$ cat src/hdl/emc_pkg.sv
// How it works
// RULE_01 - Transmit settings: duplex, auto FCS, padding
// RULE_02 - Receive settings: bad FCS, multicast, promiscuous
// RULE_03 - Timestamp enable routes tx/rx status to capture
// RULE_04 - Bad-FCS reject discards frames with wrong FCS
// RULE_05 - Disable stops tx/rx, flushes receive FIFO
// RULE_06 - Enable starts tx/rx, receive FIFO emptied
// RULE_07 - Per-source enable mask gates interrupt output
// RULE_08 - Write-one clears selected raw flags only
// RULE_09 - Raw and masked status readable, same layout
// RULE_10 - PHY interrupt sets PHY event flag
// RULE_11 - Management transaction done sets flag
// RULE_12 - Length, FCS or PHY error sets rx error
// RULE_13 - Frame exceeding FIFO space sets overflow flag
// RULE_14 - Transmit success sets transmit-done flag
// RULE_15 - Retry exhaustion or bad length sets tx error
// RULE_16 - Packet waiting in receive FIFO sets flag
// RULE_17 - Packet count: up on FCS, down on readout
// RULE_18 - Interrupt high while raw AND mask nonzero
package emc_pkg;
    localparam int ADDR_W = 4;
    localparam int DATA_W = 32;
    localparam int NUM_INT = 7;
    localparam logic [ADDR_W-1:0] OFF_TXCFG = 4'h0;
    localparam logic [ADDR_W-1:0] OFF_RXCFG = 4'h1;
    localparam logic [ADDR_W-1:0] OFF_TSCFG = 4'h2;
    localparam logic [ADDR_W-1:0] OFF_CTRL = 4'h3;
    localparam logic [ADDR_W-1:0] OFF_RAWSTAT = 4'h4;
    localparam logic [ADDR_W-1:0] OFF_MASKSTAT = 4'h5;
    localparam logic [ADDR_W-1:0] OFF_INTMASK = 4'h6;
    localparam logic [ADDR_W-1:0] OFF_PKTCNT = 4'h7;
    localparam int BIT_DUPLEX = 0;
    localparam int BIT_AUTOFCS = 1;
    localparam int BIT_PAD = 2;
    localparam int BIT_BADFCS = 0;
    localparam int BIT_MCAST = 1;
    localparam int BIT_PROMISC = 2;
    localparam int BIT_TSEN = 0;
    localparam int BIT_ENABLE = 0;
    localparam int INT_RX = 0;
    localparam int INT_TXER = 1;
    localparam int INT_TX = 2;
    localparam int INT_RXOF = 3;
    localparam int INT_RXER = 4;
    localparam int INT_MGMT = 5;
    localparam int INT_PHY = 6;
    localparam logic [2:0] TXCFG_RST = 3'h0;
    localparam logic [2:0] RXCFG_RST = 3'h0;
    localparam logic [NUM_INT-1:0] MASK_RST = 7'h00;
    typedef enum logic [1:0] {ST_OFF, ST_FLUSH, ST_RUN} emc_state_t;
endpackage

$ cat src/hdl/emc_pkt_counter.sv
`timescale 1ns/1ps
module emc_pkt_counter #(
    parameter int CNT_W = 6
) (
    input  wire logic             sys_clk,
    input  wire logic             rst,
    input  wire logic             clear,
    input  wire logic             incr,
    input  wire logic             decr,
    output logic      [CNT_W-1:0] count
);
    import emc_pkg::*;
    logic [CNT_W-1:0] cnt_ff;
    logic [CNT_W-1:0] nxt_cnt;
    wire              canDec = decr && (cnt_ff != '0);
    wire              canInc = incr && (cnt_ff != {CNT_W{1'b1}});
    // Flush wins over any simultaneous count traffic
    always_comb
    begin
        nxt_cnt = cnt_ff;
        if (clear)
            nxt_cnt = '0;
        else if (canInc && !canDec)
            nxt_cnt = cnt_ff + 1'b1; // see RULE_17
        else if (canDec && !canInc)
            nxt_cnt = cnt_ff - 1'b1; // see RULE_17
    end
    always_ff @(posedge sys_clk or posedge rst)
    begin
        if (rst)
            cnt_ff <= '0;
        else
            cnt_ff <= nxt_cnt;
    end
    assign count = cnt_ff;

    a_count_clear: assert property (@(posedge sys_clk) disable iff (rst)
        clear |=> cnt_ff == '0) else $error("Packet count not cleared"); // see RULE_05
    a_count_inc: assert property (@(posedge sys_clk) disable iff (rst)
        (!clear && incr && !decr && cnt_ff != {CNT_W{1'b1}}) |=> cnt_ff == $past(cnt_ff) + 1'b1)
        else $error("Packet count did not increment"); // see RULE_17
endmodule // emc_pkt_counter

$ cat src/hdl/emc_mac_ctrl.sv
// The implementer's own choices: strobed register access and the placing of the registers.
`timescale 1ns/1ps
module emc_mac_ctrl #(
    parameter int CNT_W = 6
) (
    input  wire logic                          sys_clk,
    input  wire logic                          rst,
    input  wire logic [emc_pkg::ADDR_W-1:0]    regAddr,
    input  wire logic [emc_pkg::DATA_W-1:0]    regWdata,
    input  wire logic                          regWr,
    input  wire logic                          regRd,
    output logic      [emc_pkg::DATA_W-1:0]    regRdata,
    input  wire logic                          phyIrq,
    input  wire logic                          mgmtDone,
    input  wire logic                          rxFrameEnd,
    input  wire logic                          rxFcsBad,
    input  wire logic                          rxLenBad,
    input  wire logic                          rxPhyErr,
    input  wire logic                          rxNoSpace,
    input  wire logic                          rxPktReadDone,
    input  wire logic                          txDone,
    input  wire logic                          txRetryFail,
    input  wire logic                          txLenBad,
    output logic                               irq,
    output logic                               txEnable,
    output logic                               rxEnable,
    output logic                               rxFifoFlush,
    output logic                               rxFrameAccept,
    output logic                               rxFrameDrop,
    output logic                               fullDuplexEnable,
    output logic                               autoFcsEnable,
    output logic                               shortFramePadEnable,
    output logic                               multicastAcceptEnable,
    output logic                               promiscuousEnable,
    output logic                               timerCaptureTx,
    output logic                               timerCaptureRx
);
    import emc_pkg::*;

    // PHY interrupt is a pin from another domain; others are same-clock strobes
    logic                 phySync1_ff;
    logic                 phySync2_ff;
    logic                 phyLast_ff;
    logic [2:0]           txCfg_ff;
    logic [2:0]           rxCfg_ff;
    logic                 tsEn_ff;
    logic [NUM_INT-1:0]   raw_ff;
    logic [NUM_INT-1:0]   mask_ff;
    logic [NUM_INT-1:0]   nxt_raw;
    logic [DATA_W-1:0]    rdata_ff;
    logic                 irq_ff;
    logic                 flush_ff;
    logic                 accept_ff;
    logic                 drop_ff;
    logic                 capTx_ff;
    logic                 capRx_ff;
    emc_state_t           state_ff;
    emc_state_t           nxt_state;
    logic                 run_ff;
    logic [CNT_W-1:0]     pktCount;

    function automatic logic hit(input logic [ADDR_W-1:0] a, input logic [ADDR_W-1:0] off);
        return a == off;
    endfunction

    wire                  wrTx = regWr && hit(regAddr, OFF_TXCFG);
    wire                  wrRx = regWr && hit(regAddr, OFF_RXCFG);
    wire                  wrTs = regWr && hit(regAddr, OFF_TSCFG);
    wire                  wrCtrl = regWr && hit(regAddr, OFF_CTRL);
    wire                  wrClr = regWr && hit(regAddr, OFF_RAWSTAT);
    wire                  wrMask = regWr && hit(regAddr, OFF_INTMASK);
    wire                  running = (state_ff == ST_RUN);
    wire                  doEnable = wrCtrl && regWdata[BIT_ENABLE];
    wire                  doDisable = wrCtrl && !regWdata[BIT_ENABLE];
    wire                  phyRise = phySync2_ff && !phyLast_ff;

    // A bad-FCS frame is dropped only when rejection is on; length or PHY error frames always drop; errors flag either way
    wire                  rxErr = rxFrameEnd && (rxFcsBad || rxLenBad || rxPhyErr); // see RULE_12
    wire                  rxDropNow = rxFrameEnd && rxFcsBad && rxCfg_ff[BIT_BADFCS]; // see RULE_04
    wire                  rxGood = running && rxFrameEnd && !rxNoSpace && !rxDropNow
                                   && !rxLenBad && !rxPhyErr;
    wire                  pktClear = flush_ff || doEnable || doDisable;

    wire [NUM_INT-1:0]    events;
    assign events[INT_PHY] = phyRise; // see RULE_10
    assign events[INT_MGMT] = mgmtDone; // see RULE_11
    assign events[INT_RXER] = running && rxErr; // see RULE_12
    assign events[INT_RXOF] = running && rxFrameEnd && rxNoSpace; // see RULE_13
    assign events[INT_TX] = running && txDone; // see RULE_14
    assign events[INT_TXER] = running && (txRetryFail || txLenBad); // see RULE_15
    assign events[INT_RX] = pktCount != '0; // see RULE_16

    wire [NUM_INT-1:0]    masked = raw_ff & mask_ff; // see RULE_07
    wire [NUM_INT-1:0]    clrBits = wrClr ? regWdata[NUM_INT-1:0] : '0;

    wire [DATA_W-1:0]     rdMux =
        hit(regAddr, OFF_TXCFG)    ? DATA_W'(txCfg_ff) :
        hit(regAddr, OFF_RXCFG)    ? DATA_W'(rxCfg_ff) :
        hit(regAddr, OFF_TSCFG)    ? DATA_W'(tsEn_ff) :
        hit(regAddr, OFF_CTRL)     ? DATA_W'(running) :
        hit(regAddr, OFF_RAWSTAT)  ? DATA_W'(raw_ff) :
        hit(regAddr, OFF_MASKSTAT) ? DATA_W'(masked) : // see RULE_09
        hit(regAddr, OFF_INTMASK)  ? DATA_W'(mask_ff) :
        hit(regAddr, OFF_PKTCNT)   ? DATA_W'(pktCount) : '0;

    // Set beats clear so an event landing with the clear write survives
    assign nxt_raw = (raw_ff & ~clrBits) | events; // see RULE_08

    // Enable from off passes a flush cycle so no frame is taken before the FIFO reset
    always_comb
    begin
        nxt_state = state_ff;
        case (state_ff)
            ST_OFF:   if (doEnable) nxt_state = ST_FLUSH;
            ST_FLUSH: nxt_state = doDisable ? ST_OFF : ST_RUN; // see RULE_06
            ST_RUN:   if (doDisable) nxt_state = ST_OFF; // see RULE_05
            default:  nxt_state = ST_OFF;
        endcase
    end

    emc_pkt_counter #(
        .CNT_W (CNT_W)
    ) u_cnt (
        .sys_clk (sys_clk),
        .rst     (rst),
        .clear   (pktClear),
        .incr    (rxGood),
        .decr    (rxPktReadDone && running),
        .count   (pktCount)
    );

    always_ff @(posedge sys_clk or posedge rst)
    begin
        if (rst)
        begin
            phySync1_ff <= 1'b0;
            phySync2_ff <= 1'b0;
            phyLast_ff <= 1'b0;
        end
        else
        begin
            phySync1_ff <= phyIrq;
            phySync2_ff <= phySync1_ff;
            phyLast_ff <= phySync2_ff;
        end
    end

    always_ff @(posedge sys_clk or posedge rst)
    begin
        if (rst)
        begin
            txCfg_ff <= TXCFG_RST;
            rxCfg_ff <= RXCFG_RST;
            tsEn_ff <= 1'b0;
            mask_ff <= MASK_RST;
        end
        else
        begin
            if (wrTx)
                txCfg_ff <= regWdata[2:0]; // see RULE_01
            if (wrRx)
                rxCfg_ff <= regWdata[2:0]; // see RULE_02
            if (wrTs)
                tsEn_ff <= regWdata[BIT_TSEN];
            if (wrMask)
                mask_ff <= regWdata[NUM_INT-1:0]; // see RULE_07
        end
    end

    always_ff @(posedge sys_clk or posedge rst)
    begin
        if (rst)
        begin
            state_ff <= ST_OFF;
            run_ff <= 1'b0;
            raw_ff <= '0;
            rdata_ff <= '0;
            irq_ff <= 1'b0;
            flush_ff <= 1'b0;
        end
        else
        begin
            state_ff <= nxt_state;
            // Enables leave straight from a flop and always agree with running
            run_ff <= (nxt_state == ST_RUN); // see RULE_05 RULE_06
            raw_ff <= nxt_raw;
            rdata_ff <= regRd ? rdMux : '0;
            // Registered from the next flags and mask, so it changes on the same edge as the raw flags
            irq_ff <= |(nxt_raw & (wrMask ? regWdata[NUM_INT-1:0] : mask_ff)); // see RULE_18
            // Any enable clears the count, so the FIFO must be reset with it
            flush_ff <= doDisable || doEnable; // see RULE_05 RULE_06
        end
    end

    always_ff @(posedge sys_clk or posedge rst)
    begin
        if (rst)
        begin
            accept_ff <= 1'b0;
            drop_ff <= 1'b0;
            capTx_ff <= 1'b0;
            capRx_ff <= 1'b0;
        end
        else
        begin
            accept_ff <= rxGood;
            drop_ff <= running && rxFrameEnd && !rxGood; // see RULE_04
            capTx_ff <= tsEn_ff && nxt_raw[INT_TX]; // see RULE_03
            capRx_ff <= tsEn_ff && nxt_raw[INT_RX]; // see RULE_03
        end
    end

    assign regRdata = rdata_ff;
    assign irq = irq_ff;
    assign txEnable = run_ff;
    assign rxEnable = run_ff;
    assign rxFifoFlush = flush_ff;
    assign rxFrameAccept = accept_ff;
    assign rxFrameDrop = drop_ff;
    assign fullDuplexEnable = txCfg_ff[BIT_DUPLEX];
    assign autoFcsEnable = txCfg_ff[BIT_AUTOFCS];
    assign shortFramePadEnable = txCfg_ff[BIT_PAD];
    assign multicastAcceptEnable = rxCfg_ff[BIT_MCAST];
    assign promiscuousEnable = rxCfg_ff[BIT_PROMISC];
    assign timerCaptureTx = capTx_ff;
    assign timerCaptureRx = capRx_ff;

    a_irq_follows: assert property (@(posedge sys_clk) disable iff (rst)
        ##1 irq_ff == |$past(nxt_raw & (wrMask ? regWdata[NUM_INT-1:0] : mask_ff)))
        else $error("Interrupt does not track masked flags"); // see RULE_18
    a_mask_blocks: assert property (@(posedge sys_clk) disable iff (rst)
        (masked == '0 && !wrMask && events == '0) |=> !irq_ff)
        else $error("Masked source drove interrupt"); // see RULE_07
    a_clear_flag: assert property (@(posedge sys_clk) disable iff (rst)
        (wrClr && regWdata[INT_TX] && !events[INT_TX]) |=> !raw_ff[INT_TX])
        else $error("Flag not cleared"); // see RULE_08
    a_set_wins: assert property (@(posedge sys_clk) disable iff (rst)
        (events[INT_MGMT]) |=> raw_ff[INT_MGMT])
        else $error("Event lost"); // see RULE_11
    a_tx_error: assert property (@(posedge sys_clk) disable iff (rst)
        (running && txRetryFail) |=> raw_ff[INT_TXER])
        else $error("Tx error not flagged"); // see RULE_15
    a_rx_drop: assert property (@(posedge sys_clk) disable iff (rst)
        (running && rxFrameEnd && rxFcsBad && rxCfg_ff[BIT_BADFCS]) |=> drop_ff && !accept_ff)
        else $error("Bad frame not dropped"); // see RULE_04
    a_disable_stop: assert property (@(posedge sys_clk) disable iff (rst)
        doDisable |=> !txEnable && !rxEnable && rxFifoFlush ##1 pktCount == '0)
        else $error("Disable did not stop and flush"); // see RULE_05
    a_enable_start: assert property (@(posedge sys_clk) disable iff (rst)
        (doEnable && state_ff == ST_OFF) |=> rxFifoFlush ##1 (running || $past(doDisable)))
        else $error("Enable did not start"); // see RULE_06
    a_read_masked: assert property (@(posedge sys_clk) disable iff (rst)
        (regRd && hit(regAddr, OFF_MASKSTAT)) |=> regRdata == DATA_W'($past(masked)))
        else $error("Masked status read wrong"); // see RULE_09
    a_ts_route: assert property (@(posedge sys_clk) disable iff (rst)
        !tsEn_ff |=> !timerCaptureTx && !timerCaptureRx)
        else $error("Capture routed while timestamps off"); // see RULE_03
    a_phy_flag: assert property (@(posedge sys_clk) disable iff (rst) // see RULE_10
        phyRise |=> raw_ff[INT_PHY])
        else $error("PHY event not flagged");
    a_rx_error: assert property (@(posedge sys_clk) disable iff (rst) // see RULE_12
        (running && rxErr) |=> raw_ff[INT_RXER])
        else $error("Rx error not flagged");
    a_rx_overflow: assert property (@(posedge sys_clk) disable iff (rst) // see RULE_13
        (running && rxFrameEnd && rxNoSpace) |=> raw_ff[INT_RXOF])
        else $error("Rx overflow not flagged");
    a_tx_done: assert property (@(posedge sys_clk) disable iff (rst) // see RULE_14
        (running && txDone) |=> raw_ff[INT_TX])
        else $error("Tx done not flagged");
    a_rx_pending: assert property (@(posedge sys_clk) disable iff (rst) // see RULE_16
        (pktCount != '0) |=> raw_ff[INT_RX])
        else $error("Waiting packet not flagged");
    a_tx_config: assert property (@(posedge sys_clk) disable iff (rst) // see RULE_01
        wrTx |=> txCfg_ff == $past(regWdata[2:0]))
        else $error("Tx settings not stored");
    a_rx_config: assert property (@(posedge sys_clk) disable iff (rst) // see RULE_02
        wrRx |=> rxCfg_ff == $past(regWdata[2:0]))
        else $error("Rx settings not stored");
    c_irq_rise: cover property (@(posedge sys_clk) disable iff (rst) !irq_ff ##1 irq_ff);
    c_frame_drop: cover property (@(posedge sys_clk) disable iff (rst) drop_ff);
    c_run_disable: cover property (@(posedge sys_clk) disable iff (rst) running ##1 doDisable);
    c_set_clear: cover property (@(posedge sys_clk) disable iff (rst) wrClr && events != '0);
    c_pkt_wait: cover property (@(posedge sys_clk) disable iff (rst) raw_ff[INT_RX] && running);
endmodule // emc_mac_ctrl

$ cat config.mk
export PLATFORM = sky130hd
export DESIGN_NAME = emc_mac_ctrl
export DESIGN_NICKNAME = d
export VERILOG_FILES = /design/src/hdl/emc_pkg.sv /design/src/hdl/emc_pkt_counter.sv /design/src/hdl/emc_mac_ctrl.sv
export SDC_FILE = /design/constraint.sdc
export NUM_CORES = 1
export LEC_CHECK = 0
export BUFFER_PORTS_ARGS = -buffer_cell sky130_fd_sc_hd__buf_2
export CAP_MARGIN = 20
export CORE_MARGIN = 3
export CORE_UTILIZATION = 53
export DETAILED_ROUTE_END_ITERATION = 16
export GPL_TIMING_DRIVEN = 1
export PLACE_DENSITY_LB_ADDON = 0.05
export SLEW_MARGIN = 20
export SYNTH_ARGS = -nofsm -noshare
export SYNTH_HDL_FRONTEND = slang
export SYNTH_SLANG_ARGS = --single-unit
$ cat constraint.sdc
create_clock -name sys_clk -period 6 [get_ports sys_clk]
set_clock_uncertainty 0.1 [all_clocks]
set_input_delay 0 -clock sys_clk [delete_from_list [all_inputs] [get_ports sys_clk]]
set_output_delay 0 -clock sys_clk [all_outputs]
set_load 0.01 [all_outputs]
; ---- Word level (Yosys, flattened, before mapping)
; Cells that the tools add are included.
[classes]
addsub = 2
n_eq_ne = 11
muxes = 18
bitwise = 5
n_reduce_logical = 49
[ops]
columns = op, count
row1 = 7-bit 2-to-1 mux, 10
row2 = 1-bit logical AND, 29
row3 = 6-bit 2-to-1 mux, 4
row4 = 7-bit AND, 3
row5 = "4-bit by 3-bit == test with 1-bit output, second input constant", 4
row6 = 1-bit logical NOT, 9
row7 = "4-bit by 2-bit == test with 1-bit output, second input constant", 2
row8 = 7-bit inverter, 1
row9 = 7-bit OR, 1
row10 = 7-bit OR reduction, 1
row11 = "6-bit by 1-bit adder with 6-bit output, second input constant", 1
row12 = 1-bit logical OR, 6
row13 = 2-bit 2-to-1 mux, 3
row14 = "6-bit inequality test, second input constant", 1
row15 = 2-bit case mux with 3 select lines, 1
row16 = 6-bit nonzero test, 1
row17 = "6-bit by 1-bit subtractor with 6-bit output, second input constant", 1
row18 = "2-bit == test, second input constant", 2
row19 = "4-bit by 1-bit == test with 1-bit output, second input constant", 1
row20 = 4-bit logical NOT, 1
row21 = 3-bit nonzero test, 1
row22 = "2-bit by 1-bit == test with 1-bit output, second input constant", 1
row23 = 2-bit logical NOT, 1
[word_totals]
regBits = 46
inputBits = 51
output_inout_bits = 45
word_cells = 103

; ---- Longest topological paths before layout
; Gate-level depths: netlist (run 1).
[logic_depth]
ltp_word = 12
depth_mapped = 10
mapped_depth_nobuf = 10

; ---- Cells and area by module
; From an unflattened synthesis (run 1), not the netlist that was laid out.
[hier_totals]
cells_unflattened = 234
hier_area_um2 = 2474.9
[modules_own_cells]
columns = mod, n_inst, cells_per_inst, area_per_inst_um2, seq_area_each_um2
row1 = emc_mac_ctrl, 1, 183, 2001.9, 1001.0
row2 = emc_pkt_counter, 1, 51, 473.0, 150.1

; ---- Least setup slack after synthesis (run 1)
; OpenSTA, ideal clock, no wires.
[synth_path]
path_type = register to register
startpoint = register u_cnt.cnt_ff[5], in the netlist u_cnt.count[5]
endpoint = register u_cnt.cnt_ff[5], in the netlist u_cnt.count[5]
setup_ps = 127
arrival_ps = 2769
t_required_ps = 5773
setup_slack_ps = 3004
stages_incl_launch_ff = 10
path_buffers = 0
synth_period_minus_slack_ps = 2996
path_cell_list = dfrtp_1 -> or4_4 -> o311a_2 -> or2_2 -> ha_1 -> o21ai_0 -> o21a_1 -> nor4_1 -> o21ai_0 -> nor3b_1
[synth_between]
elab_chain_len = 6
word_cells_on_any_way = 14
classes_between = add/sub: 2 / eq/ne: 1 / mux: 3 / reduce/logical: 8
[synth_lines]
columns = item, line
row1 = from (decl), emc_pkt_counter.sv:13  ; logic [CNT_W-1:0] cnt_ff;
row2 = from (signal assigned), emc_pkt_counter.sv:33  ; cnt_ff <= nxt_cnt;
row3 = "parallel branches: the longest is 6 deep, another holds 6-bit by 1-bit subtractor with 6-bit output", n/a
; Parallel ways; which one is timed is not known. The select of a mux whose other input is x is not followed.
; A chain may end at the register's enable or synchronous reset.

; ---- Final worst setup path (run 1)
[layout_path]
startpoint = register rxCfg_ff[0]
endpoint = register u_cnt.cnt_ff[5], in the netlist u_cnt.count[5]
[layout_between]
elab_chain_len = 9
word_cells_on_any_way = 12
classes_between = mux: 2 / reduce/logical: 10
[layout_lines]
columns = item, line
row1 = from (decl), emc_mac_ctrl.sv:45  ; logic [2:0] rxCfg_ff;
row2 = from (signal assigned), emc_mac_ctrl.sv:162  ; rxCfg_ff <= regWdata[2:0];
row3 = 1-bit logical AND (*), emc_mac_ctrl.sv:79  ; wire rxDropNow = rxFrameEnd && rxFcsBad && rxCfg_ff[BIT_BADFCS];
row4 = 1-bit logical NOT (*), emc_mac_ctrl.sv:80  ; wire rxGood = running && rxFrameEnd && !rxNoSpace && !rxDropNow
row5 = 1-bit logical AND (*), emc_mac_ctrl.sv:80
row6 = 1-bit logical AND (*) (2 in series), emc_mac_ctrl.sv:81  ; && !rxLenBad && !rxPhyErr;
row7 = 1-bit logical AND (*), emc_pkt_counter.sv:16  ; wire canInc = incr && (cnt_ff != {CNT_W{1'b1}});
row8 = 1-bit logical AND / 1-bit logical NOT (equally long branches), "emc_pkt_counter.sv:23, emc_pkt_counter.sv:25"
row9 = 6-bit 2-to-1 mux / 1-bit logical AND (equally long branches), "emc_pkt_counter.sv:23, emc_pkt_counter.sv:25"
row10 = 6-bit 2-to-1 mux / 3-bit nonzero test (equally long branches), n/a
; Mark *: on every way between the ends. The rest lies on a longest branch, timed or not.

==> impl_metrics.tcl, run 1 <==
set metrics [dict create \
    outcome "finished, final reports clean" \
    cts_hold_buf 23 \
    path_class "reg2reg" \
    cts_tree "done" \
    yosysUniqueCellTypes 49 \
    vias 1924 \
    yosysSeqAreaShare_pct 46.49 \
    port_buffers 45 \
    via_per_inst 5.466 \
    grt_overflow 0 \
    synthFlopType "dfrtp_1" \
    synth_edf_count 0 \
    synth.largest_area_cell "dfrtp_1" \
    wire_per_inst_microns 15.64 \
    cts.sinks 46 \
    firstDrtPassIters 4 \
    whs_ps 16.34 \
    first_iter_violations 70 \
    fp.dieArea_sq_um 5528 \
    tns_ps 0 \
    grt_pass1_wl_mm 8.735 \
    cts_made_buffers 5 \
    clkTransAtPathRegs_ps 80 \
    grt_max_degree 47 \
    path_delay_family "compound AO/OA/AOI/OAI gates" \
    worstMarginPinSlew_ps 898.9 \
    layout.nets 356 \
    initial_core_util_pct 55.72 \
    cp_slowest_stage_delay_ps 830 \
    synth_warnings 0 \
    area_growth_pct 19.25 \
    die_x_microns 74.35 \
    avgSynthCellArea_sq_um 10.67 \
    synth_top_cell_area_share_pct 46.49 \
    netlist_instances 232 \
    num_antenna_cells 0 \
    fillerInstances 379 \
    timing.fmax_mhz 280.6 \
    drv_slew 0 \
    antenna_left 0 \
    cts_max_level 2 \
    yosys_register_bits 46 \
    crit_arrival_ps 3640 \
    syn-cell-area_sq_um 2476 \
    path_cells "a2111oi_0, o211ai_1, or2_2, ha_1, o21ai_0, o21a_1, nor4_1, o21ai_0, nor3b_1" \
    crit_path_end_kind "flop" \
    remaining_drc_errors 0 \
    p_per_area_nw_per_um2 310.8 \
    final_util_pct 66.44 \
    die_h_microns 74.35 \
    cap_violations 0 \
    cts-resized-gates 0 \
    critical_path_buf_inv_count 0 \
    vdd_drop_max_mv 0.1697 \
    antenna_found_initial 0 \
    coreArea_sq_um 4444 \
    rows 24 \
    grt_pass1_vias 1801 \
    startpoint_type "flop" \
    cp_slowest_cell "a2111oi_0" \
    dpl.hpwl_mm 3.920 \
    async_flop_share_pct 100.0 \
    globalplace.congestion 0.7770 \
    io_pins 96 \
    yosys-top-cells-area "dfrtp_1 (46%), buf_4 (7.9%), mux2_2 (6.4%), mux2i_1 (4.0%), a22o_1 (2.5%)" \
    relSlewSlack_pct 38.53 \
    layout-drive-gt1-share_pct 25.00 \
    crit_top_cell "o21ai_0" \
    post-route-min-period_ps 3563 \
    crit_required_ps 6070 \
    clk_path_buf_depth 2 \
    finalHoldViolCount 0 \
    rsz0062_at_grt "no" \
    track_usage_pct 20.97 \
    clk-insertion-delay-late_ps 300 \
    routed_wl_mm 5.505 \
    hp-class "in2reg" \
    post_cts_buffers 0 \
    static-leakage-power_nw 1.461 \
    min_period_over_period_pct 59.39 \
    cp_max_fo 5 \
    setup_viol 0 \
    ctsRootBufferMaster "clkbuf_8" \
]
==> power by group <==
part	switching, mW	internal [mW]	leakage, nW
sequential	0.0615	0.368	0.551
combinational	0.155	0.152	0.873
clock	0.100	0.0800	0.0373
total	0.317	0.600	1.46
==> worst register-to-register path, cell delays in order (launching register included) <==
cell       delay, ps
dfrtp_1          420
a2111oi_0        840
o211ai_1         350
or2_2            440
ha_1             370
o21ai_0          130
o21a_1           200
nor4_1           330
o21ai_0          110
nor3b_1          140
==> layout make-up <==
type	count	area, sq um	area share, %
tap	52	65.06	2.203
timing repair buffer	69	462.9	15.68
multi-input combinational	166	1149	38.90
sequential	46	1151	38.98
clock buffer	6	72.57	2.458
clock inverter	1	7.507	0.2542
inverter	12	45.04	1.525
==> sequential cells by signal, indices dropped and copies added, names as in the netlist <==
register / flops
phySync2_ff: 1
rxFrameDrop: 1
phySync1_ff: 1
state_ff: 2
rxEnable: 1
rxFifoFlush: 1
tsEn_ff: 1
timerCaptureTx: 1
raw_ff: 7
u_cnt.count: 6
rxFrameAccept: 1
phyLast_ff: 1
regRdata: 7
irq: 1
timerCaptureRx: 1
txCfg_ff: 3
mask_ff: 7
rxCfg_ff: 3
==> final timing paths <==
check,from,end,slack [ps],cells after the start
min in group asynchronous,rst,txCfg_ff[1],380,3
worst max register to register,rxCfg_ff[0],u_cnt.count[5],2440,9
worst min-delay path,rxLenBad,rxFrameAccept,20,3
worst max-delay path,rxCfg_ff[0],u_cnt.count[5],2440,9
max in group asynchronous,rst,mask_ff[6],4840,3
worst min register to register,phySync1_ff,phySync2_ff,250,0
==> metal layers <==
| layer | routed length [microns] | GRT usage, % |
|---|---|---|
| met1 | 2483 | 27.87 |
| met2 | 2681 | 35.04 |
| met3 | 275 | 3.514 |
| met4 | 64 | 6.917 |
| met5 | 0 | 0 |
==> logic make-up after synthesis <==
| family | after synthesis | share of synthesized area, % |
|---|---|---|
| AO/OA/AOI/OAI | 50 | 14.40 |
| XOR/XNOR | 4 | 1.415 |
| adder cells (fa/ha/maj) | 5 | 2.830 |
| buffers and inverters | 44 | 10.76 |
| flip-flops | 46 | 46.49 |
| multiplexers | 24 | 10.41 |
| other | 1 | 0.1514 |
| AND/OR/NAND/NOR | 58 | 13.54 |
==> cells in the final DEF, fill, tap and decap left out, types with 2 or more instances in the layout <==
cell type      synthesis  layout
dfrtp_1               46      46
buf_2                  3      45
conb_1                 1      25
dlygate4sd3_1          0      23
mux2_2                14      14
inv_1                 12      11
nor2_1                10      10
mux2i_1               10      10
o21ai_0                9       9
nand2_1                8       8
nand3_1                8       8
a21o_1                 8       8
a21oi_1                7       7
a22o_1                 7       7
nor3_1                 5       5
clkbuf_8               0       5
and2_1                 4       4
ha_1                   4       4
a211oi_1               3       3
or4_4                  3       3
nand2b_1               3       3
nand3b_1               3       3
o22ai_1                3       3
xor2_1                 3       3
nor2b_1                2       2
nand4_1                2       2
nor4_1                 2       2
nor3b_1                2       2
o2bb2ai_1              2       2
==> cells in the mapped netlist, types with 4 or more instances <==
| master | n |
|---|---|
| inv_1 | 12 |
| nor2_1 | 10 |
| nor3_1 | 5 |
| a21o_1 | 8 |
| and2_1 | 4 |
| a22o_1 | 7 |
| buf_4 | 26 |
| mux2_2 | 14 |
| nand3_1 | 8 |
| nand2_1 | 8 |
| dfrtp_1 | 46 |
| o21ai_0 | 9 |
| mux2i_1 | 10 |
| a21oi_1 | 7 |
| ha_1 | 4 |
==> stage by stage <==
stage / setup slack, ps / instances / power, mW / cell area, sq um
5_1_grt: 2099 / 352 / 0.9787 / 2953
6_report: 2437 / 352 / 0.9177 / 2953
2_1_floorplan: 3004 / 256 / 0.6561 / 2566
3_3_place_gp: 2496 / 322 / 0.7236 / 2643
3_5_place_dp: 2465 / 322 / 0.7311 / 2643
4_1_cts: 2436 / 352 / 0.9215 / 2953
No activity file was read; power rests on OpenSTA's default activity.
==> inputs of run 2 (changes only) <==
- CORE_UTILIZATION: 53 -> 49
- clock period: 6 -> 3.4 ns (I/O delays scaled with it)
==> run 2 against run 1 <==
  * Maximum frequency grew 10%
  * Final area grew 2.5%
  * First-iteration DRC count grew 54%
  * Clock-buffer cell count shrank 1
  * Clock power grew 130%
  * Via count shrank 0.36%
  * Flip-flop and latch count is the same
  * Wire length grew 3.3%
  * Critical path type unchanged
  * Critical endpoint unchanged
==> impl_metrics.tcl, run 2 (synthesis gave the netlist of run 1 again) <==
set metrics [dict create \
    cap_violations 0 \
    grt_pass1_vias 1914 \
    post_cts_buffers 0 \
    crit_path_end_kind "flop" \
    timing.fmax_mhz 309.2 \
    grt_max_degree 47 \
    cts_max_level 2 \
    cts.sinks 46 \
    drv_slew 0 \
    die_h_microns 77.09 \
    hp-class "in2reg" \
    dpl.hpwl_mm 3.996 \
    vdd_drop_max_mv 0.2814 \
    rsz0062_at_grt "no" \
    routed_wl_mm 5.686 \
    crit-reg2reg-launch "u_cnt.count[5]" \
    outcome "finished, final reports clean" \
    final_common_cell "dfrtp_1" \
    setup_viol 0 \
    cts_tree "done" \
    final_cells 371 \
    antenna_left 0 \
    relSlewSlack_pct 47.18 \
    vias 1917 \
    port_buffers 45 \
    r2r_cells 9 \
    place_inst 342 \
    startpoint_type "flop" \
    first_iter_violations 108 \
    post-route-min-period_ps 3234 \
    cts_made_buffers 5 \
    final_cell_mix "dfrtp_1 (46), buf_2 (45), conb_1 (25), dlygate4sd3_1 (21), mux2_2 (14)" \
    via_per_inst 5.167 \
    grt_overflow 0 \
    track_usage_pct 20.15 \
    antenna_found_initial 0 \
    static-leakage-power_nw 1.500 \
    io_pins 96 \
    rows 25 \
    min_period_over_period_pct 95.12 \
    r2r_end "u_cnt.count[5]" \
    clk_path_buf_depth 2 \
    holdPathEnd "rxFrameDrop" \
    fp.dieArea_sq_um 5942 \
    ctsRootBufferMaster "clkbuf_8" \
    clkTransAtPathRegs_ps 90 \
    cp_max_fo 5 \
    num_antenna_cells 0 \
    regArea_sq_um 1151 \
    fillerInstances 430 \
    p_per_area_nw_per_um2 574.7 \
    coreArea_sq_um 4817 \
    r2r_slack_ps 170 \
    globalplace.congestion 0.7619 \
    layout.nets 359 \
    initial_core_util_pct 51.40 \
    clk-insertion-delay-late_ps 300 \
    final_util_pct 62.81 \
    finalHoldViolCount 0 \
    area_growth_pct 22.18 \
    path_class "reg2reg" \
    layout-drive-gt1-share_pct 27.30 \
    tns_ps 0 \
    worstMarginPinSlew_ps 791.3 \
    crit_arrival_ps 3320 \
    crit_required_ps 3480 \
    multi_input_area_sq_um 1155 \
    remaining_drc_errors 0 \
    firstDrtPassIters 4 \
    min_from "rxPhyErr" \
    grt_pass1_wl_mm 9.453 \
    die_x_microns 77.09 \
    wire_per_inst_microns 15.33 \
    holdPathStages 4 \
]
[run 2: worst max-delay path: stages (launching register included)]
cell and delay (ps):
dfrtp_1 460, or4_4 570, o311a_2 400, or2_2 350, ha_1 360, o21ai_0 110
o21a_1 210, nor4_2 300, o21ai_0 110, nor3b_1 150
[run 2: final cells by class]
cell class | count | share of cell area, %
repair buffers | 72 | 15.88
multi-input cells | 166 | 38.17
clock inverters | 3 | 1.323
flip-flops and latches | 46 | 38.05
well taps | 67 | 2.771
inverters | 12 | 1.530
clock buffers | 5 | 2.275
[run 2: layer usage]
layer | track usage, % | up-vias | wire, microns
met5 | 0 | - | 0
met4 | 6.762 | 0 | 106
met3 | 3.991 | 10 | 276
met2 | 33.01 | 64 | 2690
met1 | 26.78 | 924 | 2614
li1 | - | 919 | -
[run 2: metrics by stage]
stage / hold WS (ps) / worst slack (ps) / cell area (sq um) / power (mW)
after floorplan: -68.57 / 403.9 / 2566 / 1.158
after global placement: 8.259 / 210.8 / 2699 / 1.309
after detailed placement: 9.425 / 186.2 / 2699 / 1.319
after CTS: 10.25 / 172.0 / 3018 / 1.741
after global routing: 37.02 / 29.73 / 3025 / 1.869
final: 13.89 / 166.0 / 3025 / 1.739
[run 2: worst max-delay path by stage]
stage | from | end | slack [ps] | cells past startpoint
after floorplan | u_cnt.count[5] | u_cnt.count[5] | 400 | 9
after global placement | u_cnt.count[5] | u_cnt.count[5] | 210 | 9
after CTS | u_cnt.count[5] | u_cnt.count[5] | 170 | 9
after global routing | u_cnt.count[5] | u_cnt.count[5] | 30 | 9
after detailed placement | u_cnt.count[5] | u_cnt.count[5] | 190 | 9
final | u_cnt.count[5] | u_cnt.count[5] | 170 | 9
[run 2: power by group]
group	switching [mW]	leakage, nW	internal [mW]
logic	0.310	0.891	0.289
clock network	0.189	0.0579	0.217
registers	0.0846	0.551	0.650
[run 2: repair_timing]
item | CTS | global route
setup endpoints to repair | 0 | 1
endpoints found under the hold margin | 75 | 0
resized for setup | 0 | 1
hold buffers | 21 | 0
==> inputs of run 3 (changes only) <==
- CELL_PAD_IN_SITES_DETAIL_PLACEMENT: not set -> 0
- CELL_PAD_IN_SITES_GLOBAL_PLACEMENT: not set -> 1
- CORE_UTILIZATION: 49 -> 37
==> run 3 against run 2 <==
  * Maximum frequency increased by 0.64%
  * Total power grew 1.8%
  * Flip-flop and latch count did not move
  * First-iteration DRC count decreased by 52%
  * Non-clock buffer count grew 1
  * Critical path type unchanged
  * Sequential power is essentially flat
==> impl_metrics.tcl, run 3 (synthesis gave the netlist of run 1 again) <==
set metrics [dict create \
    outcome "finished, final reports clean" \
    clkTransAtPathRegs_ps 80 \
    p_seq_share_pct 41.4 \
    hp-class "in2reg" \
    first_iter_violations 52 \
    clk_path_buf_depth 2 \
    antenna_found_initial 0 \
    cp_max_fo 5 \
    area_growth_pct 24.05 \
    total_power_mw 1.770 \
    p_per_area_nw_per_um2 576.2 \
    antenna_left 0 \
    firstDrtPassIters 4 \
    clk-insertion-delay-late_ps 300 \
    cts_made_buffers 5 \
    cts.sinks 46 \
    worstMarginPinSlew_ps 814.1 \
    final_cells 382 \
    grt_max_degree 47 \
    num_antenna_cells 0 \
    cap_violations 0 \
    grt_overflow 0 \
    regArea_sq_um 1152 \
    crit_required_ps 3480 \
    finalHoldViolCount 0 \
    port_buffers 45 \
    track_usage_pct 15.79 \
    cts_max_level 2 \
    path_class "reg2reg" \
    pwr-share-clk_pct 23.5 \
    globalplace.congestion 0.7244 \
    drv_slew 0 \
    crit_arrival_ps 3290 \
    ctsRootBufferMaster "clkbuf_8" \
    remaining_drc_errors 0 \
    p_int_mw 1.172 \
    min_period_over_period_pct 94.51 \
    final_cell_mix "buf_2 (45), dfrtp_1 (45), conb_1 (25), dlygate4sd3_1 (22), mux2_2 (14)" \
    multi_input_area_sq_um 1174 \
    p_sw_mw 0.5980 \
    setup_viol 0 \
    vias 1904 \
    p_sw_share_pct 33.79 \
    layout.nets 360 \
    crit_path_end_kind "flop" \
    post_cts_buffers 0 \
    via_per_inst 4.984 \
    fp.dieArea_sq_um 7710 \
    layout-drive-gt1-share_pct 28.20 \
    post-route-min-period_ps 3213 \
    initial_core_util_pct 38.55 \
    vdd_drop_max_mv 0.1973 \
    place_inst 352 \
    io_pins 96 \
    wire_per_inst_microns 15.40 \
    tns_ps 0 \
    r2r_cells 9 \
    p_comb_share_pct 35.1 \
    die_h_microns 87.81 \
    fillerInstances 615 \
    die_x_microns 87.81 \
    rows 29 \
    startpoint_type "flop" \
    placement.cell_area_sq_um 2711 \
    cts_tree "done" \
    holdPathStages 4 \
    timing.fmax_mhz 311.2 \
    design_area_sq_um 3072 \
    relSlewSlack_pct 45.66 \
    grt_pass1_wl_mm 9.259 \
    static-leakage-power_nw 1.503 \
    coreArea_sq_um 6422 \
    dpl.hpwl_mm 4.273 \
    grt_pass1_vias 1795 \
    routed_wl_mm 5.883 \
    rsz0062_at_grt "no" \
]
-- run 3: cell types whose count changed in the layout (fill, tap and decap cells not counted), sizes merged --
| cell | change |
|---|---|
| clkinv | -1 |
| dlygate4sd3 | +1 |
| inv | +1 |
-- run 3: worst paths after layout --
kind,startpoint,to,slack [ps]
worst min-delay path,rxLenBad,rxFrameDrop,10
max in group asynchronous,rst,u_cnt.count[5],2400
worst max register to register,u_cnt.count[5],u_cnt.count[5],190
worst min register to register,phySync1_ff,phySync2_ff,260
min in group asynchronous,rst,regRdata[6],250
worst max-delay path,u_cnt.count[5],u_cnt.count[5],190
-- run 3: routing by layer --
layer | global-route usage [%] | vias to the layer above | share of wire, %
li1 | - | 927 | -
met1 | 21.86 | 907 | 48
met2 | 26.10 | 65 | 46
met3 | 1.129 | 5 | 4.6
met4 | 5.439 | 0 | 1.1
met5 | 0 | - | 0
-- run 3: metrics by stage --
| stage | hold slack [ps] | setup WS, ps | util (%) |
|---|---|---|---|
| 2_1_floorplan | -68.57 | 403.9 | - |
| 3_3_place_gp | 9.228 | 161.0 | 42.22 |
| 3_5_place_dp | 15.07 | 152.0 | 42.22 |
| 4_1_cts | 15.51 | 139.1 | 47.40 |
| 5_1_grt | 33.40 | 5.173 | 47.83 |
| 6_report | 11.53 | 186.7 | 47.83 |
-- run 3: final cells by class --
| type | count | area share, % |
|---|---|---|
| clock buffer | 5 | 2.240 |
| clock inverter | 3 | 1.426 |
| tap | 77 | 3.136 |
| sequential | 46 | 37.52 |
| timing repair buffer | 73 | 15.97 |
| inverter | 12 | 1.507 |
| multi-input combinational | 166 | 38.21 |
-- run 3: power groups by stage --
stage,Sequential [mW],Clock [mW],Combinational [mW]
3_3_place_gp,0.742,0,0.585
4_1_cts,0.732,0.428,0.609
5_1_grt,0.749,0.447,0.696
3_5_place_dp,0.743,0,0.587
6_report,0.732,0.417,0.621
2_1_floorplan,0.748,0,0.410
-- run 3: critical path, cell delays in order (launching register included) --
cell	delay, ps
dfrtp_2	460
or4_4	560
o311a_2	390
or2_2	360
ha_1	310
a211oi_1	320
o21a_1	210
o211a_1	180
o21ai_0	70
nor3b_1	140
-- run 3: timing repair --
action,CTS,global route
endpoints found under the hold margin,75,0
resized for setup,0,5
hold buffers,22,0
endpoints found under the setup margin,0,1
